--- config.mk ---
export PLATFORM = sky130hd
export DESIGN_NAME = occ_conversion_control
export DESIGN_NICKNAME = d
export VERILOG_FILES = /design/src/occ_pkg.sv /design/src/occ_conversion_control.sv
export VERILOG_INCLUDE_DIRS = /design/src
export SDC_FILE = /design/constraint.sdc
export NUM_CORES = 1
export LEC_CHECK = 0
export BUFFER_PORTS_ARGS = -buffer_cell sky130_fd_sc_hd__buf_2
export CAP_MARGIN = 20
export CORE_ASPECT_RATIO = 1.75
export CORE_UTILIZATION = 45
export CTS_BUF_LIST = sky130_fd_sc_hd__clkbuf_8
export DETAILED_ROUTE_END_ITERATION = 10
export PLACE_DENSITY = 0.69
export SYNTH_ARGS = -nofsm -noshare
export SYNTH_HDL_FRONTEND = slang
export SYNTH_SLANG_ARGS = --single-unit
--- constraint.sdc ---
create_clock -name clk_in -period 3.8 [get_ports clk_in]
set_input_delay 0.19 -clock clk_in [delete_from_list [all_inputs] [get_ports clk_in]]
set_output_delay 0.19 -clock clk_in [all_outputs]
set_load 0.01 [all_outputs]
--- src/occ_params.svh ---
`ifndef OCC_PARAMS_SVH
`define OCC_PARAMS_SVH
`define OCC_CMD_CODE 8'h01
`define OCC_RESET_VALUE 8'h00
`define OCC_BIT_ON 7
`define OCC_BIT_SOFT 6
`define OCC_MARGIN_HI 5
`define OCC_MARGIN_LO 2
`define OCC_MARGIN_OFF0 4'h0
`define OCC_MARGIN_OFF1 4'h1
`define OCC_MARGIN_OFF2 4'h2
`define OCC_MARGIN_LOW_IGN 4'h5
`define OCC_MARGIN_LOW_ACT 4'h6
`define OCC_MARGIN_HIGH_IGN 4'h9
`define OCC_MARGIN_HIGH_ACT 4'hA
`define OCC_LOW_BITS_MASK 8'hFC
`define OCC_CNT_W 24
`endif

--- src/occ_pkg.sv ---
package occ_pkg;
  typedef enum logic [1:0] {
    OCC_TARGET_NOMINAL = 2'b00,
    OCC_TARGET_LOWER = 2'b01,
    OCC_TARGET_UPPER = 2'b10
  } occ_target_t;
  typedef enum logic [1:0] {
    OCC_ST_OFF = 2'b00,
    OCC_ST_ON = 2'b01,
    OCC_ST_HOLD = 2'b10,
    OCC_ST_RAMP = 2'b11
  } occ_state_t;
endpackage : occ_pkg
--- src/occ_conversion_control.sv ---
`timescale 1ns/1ps
`include "occ_params.svh"
// Overview of operation
// - command 01h is one byte, written by write-byte, returned by read-byte.
// - bit 7 resets zero; with command control, 0 disables and 1 enables conversion.
// - enable request set also arms ignore-faults for the chosen margin.
// - conversion starts only when all other start conditions also hold.
// - bit 6 picks turn-off profile, used only on a one-to-zero enable fall.
// - profile zero stops conversion at once and tri-states the power stage.
// - profile one holds for hold time, ramps to 0 V, then stops.
// - margin bits 5:2 reset zero; 0000b, 0001b, 0010b give nominal target.
// - 0101b targets lower margin; faults ignored while enable request is one.
// - 0110b targets lower margin; faults act normally.
// - 1001b targets upper margin; faults ignored while enable request is one.
// - 1010b targets upper margin; faults act normally.
// - bits 1 and 0 always read zero.
// - invalid write values are not stored and flag status on invalid_data_out.
// - enable request starts or stops conversion only when the command-source config bit is one; ignore-faults arming does not depend on it.
module occ_conversion_control (
  input wire logic clk_in,
  input wire logic reset_n_in,
  input wire logic wr_en_in,
  input wire logic rd_en_in,
  input wire logic [7:0] cmd_code_in,
  input wire logic [7:0] wr_data_in,
  input wire logic cmd_source_en_in,
  input wire logic start_ok_in,
  input wire logic [`OCC_CNT_W-1:0] turnoff_hold_time_in,
  input wire logic vout_at_zero_in,
  output logic [7:0] rd_data_out,
  output logic invalid_data_out,
  output logic converting_out,
  output logic stage_hiz_out,
  output logic ramp_down_out,
  output logic [1:0] target_sel_out,
  output logic ignore_faults_out
);
  // ------------------------------------------------------------
  // register
  // ------------------------------------------------------------
  logic [7:0] conversion_control_command;
  logic valid_value;
  logic [3:0] wr_margin;
  logic cmd_write;
  assign wr_margin = wr_data_in[`OCC_MARGIN_HI:`OCC_MARGIN_LO];
  assign cmd_write = wr_en_in && (cmd_code_in == `OCC_CMD_CODE);
  always_comb begin
    unique case (wr_margin)
      `OCC_MARGIN_OFF0, `OCC_MARGIN_OFF1, `OCC_MARGIN_OFF2,
      `OCC_MARGIN_LOW_IGN, `OCC_MARGIN_LOW_ACT,
      `OCC_MARGIN_HIGH_IGN, `OCC_MARGIN_HIGH_ACT: valid_value = 1'b1;
      default: valid_value = 1'b0;
    endcase
  end
  always_ff @(posedge clk_in) begin
    if (!reset_n_in) begin
      conversion_control_command <= `OCC_RESET_VALUE;
    end else if (cmd_write && valid_value) begin
      // low bits masked so they always read zero
      conversion_control_command <= wr_data_in & `OCC_LOW_BITS_MASK;
    end
  end
  // ------------------------------------------------------------
  // read and invalid flag
  // ------------------------------------------------------------
  always_ff @(posedge clk_in) begin
    if (!reset_n_in) begin
      rd_data_out <= `OCC_RESET_VALUE;
    end else if (rd_en_in && (cmd_code_in == `OCC_CMD_CODE)) begin
      rd_data_out <= conversion_control_command;
    end
  end
  always_ff @(posedge clk_in) begin
    if (!reset_n_in) begin
      invalid_data_out <= 1'b0;
    end else begin
      invalid_data_out <= cmd_write && !valid_value;
    end
  end
  // ------------------------------------------------------------
  // margin decode
  // ------------------------------------------------------------
  logic [3:0] margin;
  logic on_req;
  assign margin = conversion_control_command[`OCC_MARGIN_HI:`OCC_MARGIN_LO];
  assign on_req = conversion_control_command[`OCC_BIT_ON];
  always_ff @(posedge clk_in) begin
    if (!reset_n_in) begin
      target_sel_out <= occ_pkg::OCC_TARGET_NOMINAL;
      ignore_faults_out <= 1'b0;
    end else begin
      unique case (margin)
        `OCC_MARGIN_LOW_IGN: begin
          target_sel_out <= occ_pkg::OCC_TARGET_LOWER;
          ignore_faults_out <= on_req;
        end
        `OCC_MARGIN_LOW_ACT: begin
          target_sel_out <= occ_pkg::OCC_TARGET_LOWER;
          ignore_faults_out <= 1'b0;
        end
        `OCC_MARGIN_HIGH_IGN: begin
          target_sel_out <= occ_pkg::OCC_TARGET_UPPER;
          ignore_faults_out <= on_req;
        end
        `OCC_MARGIN_HIGH_ACT: begin
          target_sel_out <= occ_pkg::OCC_TARGET_UPPER;
          ignore_faults_out <= 1'b0;
        end
        default: begin
          target_sel_out <= occ_pkg::OCC_TARGET_NOMINAL;
          ignore_faults_out <= 1'b0;
        end
      endcase
    end
  end
  // ------------------------------------------------------------
  // turn-on / turn-off sequencer
  // ------------------------------------------------------------
  occ_pkg::occ_state_t state;
  logic [`OCC_CNT_W-1:0] hold_cnt;
  logic on_req_d;
  logic fall;
  assign fall = on_req_d && !on_req && cmd_source_en_in;
  always_ff @(posedge clk_in) begin
    if (!reset_n_in) begin
      on_req_d <= 1'b0;
    end else begin
      on_req_d <= on_req;
    end
  end
  always_ff @(posedge clk_in) begin
    if (!reset_n_in) begin
      state <= occ_pkg::OCC_ST_OFF;
      hold_cnt <= '0;
    end else begin
      unique case (state)
        occ_pkg::OCC_ST_OFF: begin
          if (cmd_source_en_in && on_req && start_ok_in) begin
            state <= occ_pkg::OCC_ST_ON;
          end
        end
        occ_pkg::OCC_ST_ON: begin
          if (fall) begin
            if (conversion_control_command[`OCC_BIT_SOFT]) begin
              state <= occ_pkg::OCC_ST_HOLD;
              hold_cnt <= turnoff_hold_time_in;
            end else begin
              state <= occ_pkg::OCC_ST_OFF;
            end
          end
        end
        occ_pkg::OCC_ST_HOLD: begin
          if (hold_cnt == '0) begin
            state <= occ_pkg::OCC_ST_RAMP;
          end else begin
            hold_cnt <= hold_cnt - 1'b1;
          end
        end
        occ_pkg::OCC_ST_RAMP: begin
          if (vout_at_zero_in) begin
            state <= occ_pkg::OCC_ST_OFF;
          end
        end
      endcase
    end
  end
  assign converting_out = (state != occ_pkg::OCC_ST_OFF);
  assign stage_hiz_out = (state == occ_pkg::OCC_ST_OFF);
  assign ramp_down_out = (state == occ_pkg::OCC_ST_RAMP);
  // ------------------------------------------------------------
  // checks
  // ------------------------------------------------------------
  AST_LOW_BITS_ZERO: assert property (@(posedge clk_in) disable iff (!reset_n_in)
    (conversion_control_command & ~`OCC_LOW_BITS_MASK) == '0) else $error("low bits not zero");
  AST_INVALID_KEEPS: assert property (@(posedge clk_in) disable iff (!reset_n_in)
    cmd_write && !valid_value |=> $stable(conversion_control_command))
    else $error("invalid write changed register");
  AST_INVALID_FLAG: assert property (@(posedge clk_in) disable iff (!reset_n_in)
    cmd_write && !valid_value |=> invalid_data_out) else $error("invalid not flagged");
  AST_NO_START: assert property (@(posedge clk_in) disable iff (!reset_n_in)
    state == occ_pkg::OCC_ST_OFF && !start_ok_in |=> state == occ_pkg::OCC_ST_OFF)
    else $error("started without conditions");
  AST_NO_CMD_SRC: assert property (@(posedge clk_in) disable iff (!reset_n_in)
    state == occ_pkg::OCC_ST_OFF && !cmd_source_en_in |=> !converting_out)
    else $error("started with command source off");
  AST_HARD_OFF: assert property (@(posedge clk_in) disable iff (!reset_n_in)
    state == occ_pkg::OCC_ST_ON && fall && !conversion_control_command[`OCC_BIT_SOFT]
    |=> stage_hiz_out) else $error("immediate off failed");
  AST_SOFT_OFF: assert property (@(posedge clk_in) disable iff (!reset_n_in)
    state == occ_pkg::OCC_ST_ON && fall && conversion_control_command[`OCC_BIT_SOFT]
    |=> converting_out && !ramp_down_out) else $error("soft off did not hold");
  AST_RAMP_END: assert property (@(posedge clk_in) disable iff (!reset_n_in)
    ramp_down_out && vout_at_zero_in |=> !converting_out) else $error("ramp not ended");
  AST_IGN_HIGH: assert property (@(posedge clk_in) disable iff (!reset_n_in)
    margin == `OCC_MARGIN_HIGH_IGN && on_req |=> ignore_faults_out &&
    target_sel_out == occ_pkg::OCC_TARGET_UPPER) else $error("high margin ignore wrong");
  AST_ACT_LOW: assert property (@(posedge clk_in) disable iff (!reset_n_in)
    margin == `OCC_MARGIN_LOW_ACT |=> !ignore_faults_out &&
    target_sel_out == occ_pkg::OCC_TARGET_LOWER) else $error("low margin act wrong");
  AST_IGN_LOW: assert property (@(posedge clk_in) disable iff (!reset_n_in)
    margin == `OCC_MARGIN_LOW_IGN && on_req |=> ignore_faults_out &&
    target_sel_out == occ_pkg::OCC_TARGET_LOWER) else $error("low margin ignore wrong");
  AST_ACT_HIGH: assert property (@(posedge clk_in) disable iff (!reset_n_in)
    margin == `OCC_MARGIN_HIGH_ACT |=> !ignore_faults_out &&
    target_sel_out == occ_pkg::OCC_TARGET_UPPER) else $error("high margin act wrong");
  AST_MARGIN_OFF: assert property (@(posedge clk_in) disable iff (!reset_n_in)
    (margin == `OCC_MARGIN_OFF0 || margin == `OCC_MARGIN_OFF1 || margin == `OCC_MARGIN_OFF2)
    |=> !ignore_faults_out && target_sel_out == occ_pkg::OCC_TARGET_NOMINAL)
    else $error("margin off decode wrong");
  AST_START: assert property (@(posedge clk_in) disable iff (!reset_n_in)
    state == occ_pkg::OCC_ST_OFF && cmd_source_en_in && on_req && start_ok_in
    |=> converting_out) else $error("enable request did not start");
  AST_ON_KEEPS: assert property (@(posedge clk_in) disable iff (!reset_n_in)
    state == occ_pkg::OCC_ST_ON && on_req |=> state == occ_pkg::OCC_ST_ON)
    else $error("turned off while enable request set");
  AST_HOLD_STAYS: assert property (@(posedge clk_in) disable iff (!reset_n_in)
    state == occ_pkg::OCC_ST_HOLD && hold_cnt != '0 |=> converting_out && !ramp_down_out)
    else $error("hold time cut short");
  AST_READ_BACK: assert property (@(posedge clk_in) disable iff (!reset_n_in)
    rd_en_in && cmd_code_in == `OCC_CMD_CODE
    |=> rd_data_out == $past(conversion_control_command))
    else $error("read data wrong");
  AST_VALID_STORE: assert property (@(posedge clk_in) disable iff (!reset_n_in)
    cmd_write && valid_value |=> conversion_control_command ==
    ($past(wr_data_in) & `OCC_LOW_BITS_MASK)) else $error("valid write not stored");
endmodule : occ_conversion_control

# After elaboration in Yosys (flattened, before gate mapping)
# Cells that the tools add are included.
dict set report classes {
  eq_ne 20
  muxes 12
  reduce_logical 22
  add_sub_neg 1
}
# op n
set ops {}
lappend ops {{24-bit two-way mux} 3}
lappend ops {{24-bit one-hot mux with 2 select lines} 1}
lappend ops {{24-bit logical NOT} 1}
lappend ops {{24-bit by 1-bit subtractor with 24-bit output (second input constant)} 1}
lappend ops {{4-bit by 3-bit == test with 1-bit output (second input constant)} 4}
lappend ops {{4-bit == test (second input constant)} 4}
lappend ops {{2-bit two-way mux} 5}
lappend ops {{2-bit != test (second input constant)} 5}
lappend ops {{8-bit by 1-bit == test with 1-bit output (second input constant)} 1}
lappend ops {{1-bit logical AND} 8}
lappend ops {{2-bit one-hot mux with 4 select lines} 1}
lappend ops {{4-bit AND reduction} 2}
lappend ops {{7-bit OR reduction} 1}
lappend ops {{2-bit OR reduction} 3}
lappend ops {{2-bit == test (second input constant)} 2}
lappend ops {{4-bit by 1-bit == test with 1-bit output (second input constant)} 1}
lappend ops {{4-bit by 2-bit == test with 1-bit output (second input constant)} 1}
lappend ops {{4-bit logical NOT} 1}
lappend ops {{2-bit one-hot mux with 2 select lines} 1}
lappend ops {{2-bit nonzero test} 2}
lappend ops {{2-bit by 1-bit == test with 1-bit output (second input constant)} 1}
lappend ops {{1-bit logical NOT} 2}
lappend ops {{2-bit logical NOT} 1}
lappend ops {{2-bit by 1-bit != test with 1-bit output (second input constant)} 1}
lappend ops {{2 further kinds} 2}
dict set report totals {
  register_bits 43
  in_bits 47
}

# Longest topological paths before layout
dict set report logic_depth {
  word_depth 5
  ltp_mapped 9
  mapped_depth_nobuf 7
}

# Worst setup path after synthesis
# OpenSTA, ideal clock, no wires.
dict set report synth_path {
  path_type {register -> register}
  startpoint {register hold_cnt[0]}
  endpoint {register hold_cnt[16]}
  synth_period_minus_slack_ps 2193
  setup_slack_ps 1607
  path_stages_with_launch 8
  arrival_ps 2116
  path_buffers 1
  path_cell_list {dfxtp_1 inv_1 ha_1 or4b_1 buf_2 or4_4 or4_4 a41oi_2}
}
dict set report synth_between {
  elab_chain_cells 3
}
# item line_no
set synth_lines {}
lappend synth_lines {{start: declaration} occ_conversion_control.sv:120} ;# logic [`OCC_CNT_W-1:0] hold_cnt;
lappend synth_lines {{start signal: assignment} occ_conversion_control.sv:146} ;# hold_cnt <= turnoff_hold_time_in;
lappend synth_lines {{start signal: assignment} occ_conversion_control.sv:156} ;# hold_cnt <= hold_cnt - 1'b1;
lappend synth_lines {{24-bit by 1-bit subtractor with 24-bit output or 24-bit logical NOT (tied branches)} {occ_conversion_control.sv:156, occ_conversion_control.sv:153}}
lappend synth_lines {{24-bit two-way mux or 2-bit != test (tied branches)} n/a}
lappend synth_lines {{24-bit one-hot mux with 2 select lines or 4-bit AND reduction (tied branches)} n/a}
# Several ways; a longest one is shown, not always the timed one. The select of a mux whose other input is x is not followed.
# A chain may end at the register's enable or synchronous reset.

# Worst setup path after layout
dict set report layout_path {
  startpoint {register hold_cnt[15]}
  endpoint {register hold_cnt[11]}
}
dict set report layout_between {
  elab_chain_cells 3
}
# item line_no
set layout_lines {}
lappend layout_lines {{24-bit logical NOT} occ_conversion_control.sv:153} ;# if (hold_cnt == '0) begin
lappend layout_lines {{2-bit != test (no source line)} n/a}
lappend layout_lines {{4-bit AND reduction (no source line)} n/a}
# No other way between the ends.

==> results_dict.tcl <==
set metrics [dict create \
    status "completed" \
    cp.arrival_ns 2.93 \
    setup_viol 0 \
    postCtsSetupBuffers 0 \
    viasPerCell 5.85 \
    setup.worst_path.start "hold_cnt[15]" \
    slew_viol_final 0 \
    netlist_instances 324 \
    hp-start "wr_data_in[6]" \
    cts_tree "yes" \
    std_cell_rows 35 \
    multi_input_area_um2 1500 \
    nNetsFinal 417 \
    peakVddDrop_mv 0.217 \
    portBuffers 57 \
    die_h_um 101 \
    diodes 0 \
    critPathLaunchType "flop" \
    drtPass1Iterations 4 \
    ctsResizeCount 0 \
    fillers 528 \
    crit_fanout 19 \
    root_buffer "clkbuf_8" \
    fin_ws_ns 1.05 \
    hold_end "conversion_control_command[6]" \
    ys_ff_latch 43 \
    fin_util 0.548 \
    insertion_delay_ns 0.29 \
    antenna_found_initial 0 \
    ios 62 \
    hp-class "in -> reg" \
    final_common_cell "buf_2" \
    rsz0062_at_grt "false" \
    wire_per_inst_um 15.4 \
    cts.sinks 43 \
    max_freq_ghz 0.364 \
    layout_common_cells "buf_2 (57), nand2_1 (47), dfxtp_1 (43), a21oi_1 (35), nor2_1 (24)" \
    gr-total-overflow 0 \
    grt_use_total 0.246 \
    max_cap_violations 0 \
    grt_max_degree 32 \
    critPathCaptureType "flop" \
    async_flop_share 0 \
    grt_pass1_vias 2468 \
    cts_buffers 5 \
    drt_first_iter_violations 160 \
    r2r-start "hold_cnt[15]" \
    ant_nets 0 \
    place_ws_ns 1.09 \
    avgSynthCellArea_um2 7.75 \
    ys_warn_count 0 \
    syn-cell-area_um2 2510 \
    die_area_um2 5900 \
    holdBufCountCts 0 \
    cts_buffer_depth 2 \
    skew_ns 0.00374 \
    finalCritPeriodShare 0.723 \
    dpl.hpwl_um 4790 \
    grt_pass1_wl_um 11200 \
    htreeDepth 2 \
    setup_tns_ns 0 \
    num_vias 2585 \
    area_growth_pct 15.5 \
    start_util 0.474 \
    fin_cells 442 \
    synth-edff-count 0 \
    power_density_nw_per_um2 292 \
    power_leakage_nw 1.27 \
    drive_gt1_frac 0.223 \
    drt_wl_total_um 6810 \
    fin_crit_ns 2.75 \
    core_um2 5300 \
    numPlacedInstances 435 \
    die_w_um 58.5 \
    hold_depth 3 \
    r2r_slack_ns 1.05 \
    drc 0 \
    path_class "reg -> reg" \
    final_hold_viol_count 0 \
    yosysSeqAreaShare 0.343 \
    cp_data_required_time_ns 3.99 \
    max_slew.worst_pin.slew_ns 1.03 \
    gp_congestion 0.837 \
    path_clk_slew_ns 0.08 \
    ys_types 55 \
    slew_headroom 0.316 \
    r2r_end "hold_cnt[11]" \
    rr_worst_depth 6 \
    ff_latch_area_um2 861 \
    synthFlopType "dfxtp_1" \
]
-- power by group --
group	total, W	internal, W	switching [W]
combinational	0.0000494	0.0000232	0.0000262
sequential	0.000450	0.000450	0.0000000597
clock	0.000348	0.000192	0.000156
-- cells in the mapped netlist (6+ instances only) --
cell | count | area, µm²
a21oi_1 | 35 | 175
clkbuf_1 | 14 | 52.6
dfxtp_1 | 43 | 861
mux2i_1 | 9 | 90.1
nand2_1 | 47 | 176
nand3_1 | 9 | 45.0
nor2_1 | 24 | 90.1
nor3_1 | 9 | 45.0
nor4_1 | 11 | 68.8
o21ai_0 | 12 | 60.1
o22ai_1 | 6 | 37.5
o32ai_1 | 7 | 61.3
-- registers in the layout, indices dropped and copies added (netlist names), named ones only --
register / flops
on_req_d: 1
hold_cnt: 24
state: 1
invalid_data_out: 1
conversion_control_command: 6
rd_data_out: 6
ignore_faults_out: 1
target_sel_out: 2
-- per-stage QoR --
| stage | power (W) | hold slack [ns] | instance area [µm²] |
|---|---|---|---|
| 2_1_floorplan | 0.000482 | 0.326 | 2520 |
| 5_1_grt | 0.000878 | 0.159 | 2900 |
| 3_3_place_gp | 0.000510 | 0.435 | 2800 |
| 3_5_place_dp | 0.000510 | 0.440 | 2800 |
| 4_1_cts | 0.000858 | 0.122 | 2900 |
| 6_report | 0.000847 | 0.133 | 2900 |
-- layer usage --
layer	track usage	vias to the layer above	wire, µm
met4	0.103	0	199
met3	0.0385	16	383
met2	0.456	97	3610
met5	0	-	0
li1	-	1288	-
met1	0.267	1184	2620
-- area by class of cell --
| class | instances | area share |
|---|---|---|
| Sequential cell | 43 | 0.297 |
| Clock inverter | 2 | 0.0129 |
| Clock buffer | 5 | 0.0237 |
| Inverter | 5 | 0.00647 |
| Multi-Input combinational cell | 251 | 0.517 |
| Timing Repair Buffer | 62 | 0.111 |
| Tap cell | 74 | 0.0319 |
-- critical path: stages (launching register included) --
cell     delay (ns)
dfxtp_1        0.38
or4_1          0.56
or3_1          0.51
o21ai_4        0.49
buf_4          0.29
a21oi_1        0.09
o31a_1         0.33
-- worst max path at each step --
stage,to,slack (ns)
2_1_floorplan,hold_cnt[16],1.61
3_3_place_gp,hold_cnt[11],1.11
3_5_place_dp,hold_cnt[11],1.09
4_1_cts,hold_cnt[11],1.08
5_1_grt,hold_cnt[5],0.91
6_report,hold_cnt[11],1.05
-- cells by family (layout without fill, tap and decap cells) --
kind of cell / after synthesis / after routing / share of synthesized area
adders and majority gates: 2 / 2 / 0.00996
AOI/OAI and AO/OA: 98 / 98 / 0.260
muxes: 9 / 9 / 0.0359
buffers and inverters: 31 / 74 / 0.0617
DFF: 43 / 43 / 0.343
xor gates and xnor gates: 2 / 2 / 0.00697
and+or+nand+nor: 138 / 138 / 0.281
other: 1 / 2 / 0.00149
(Power assumes the default switching activity.)
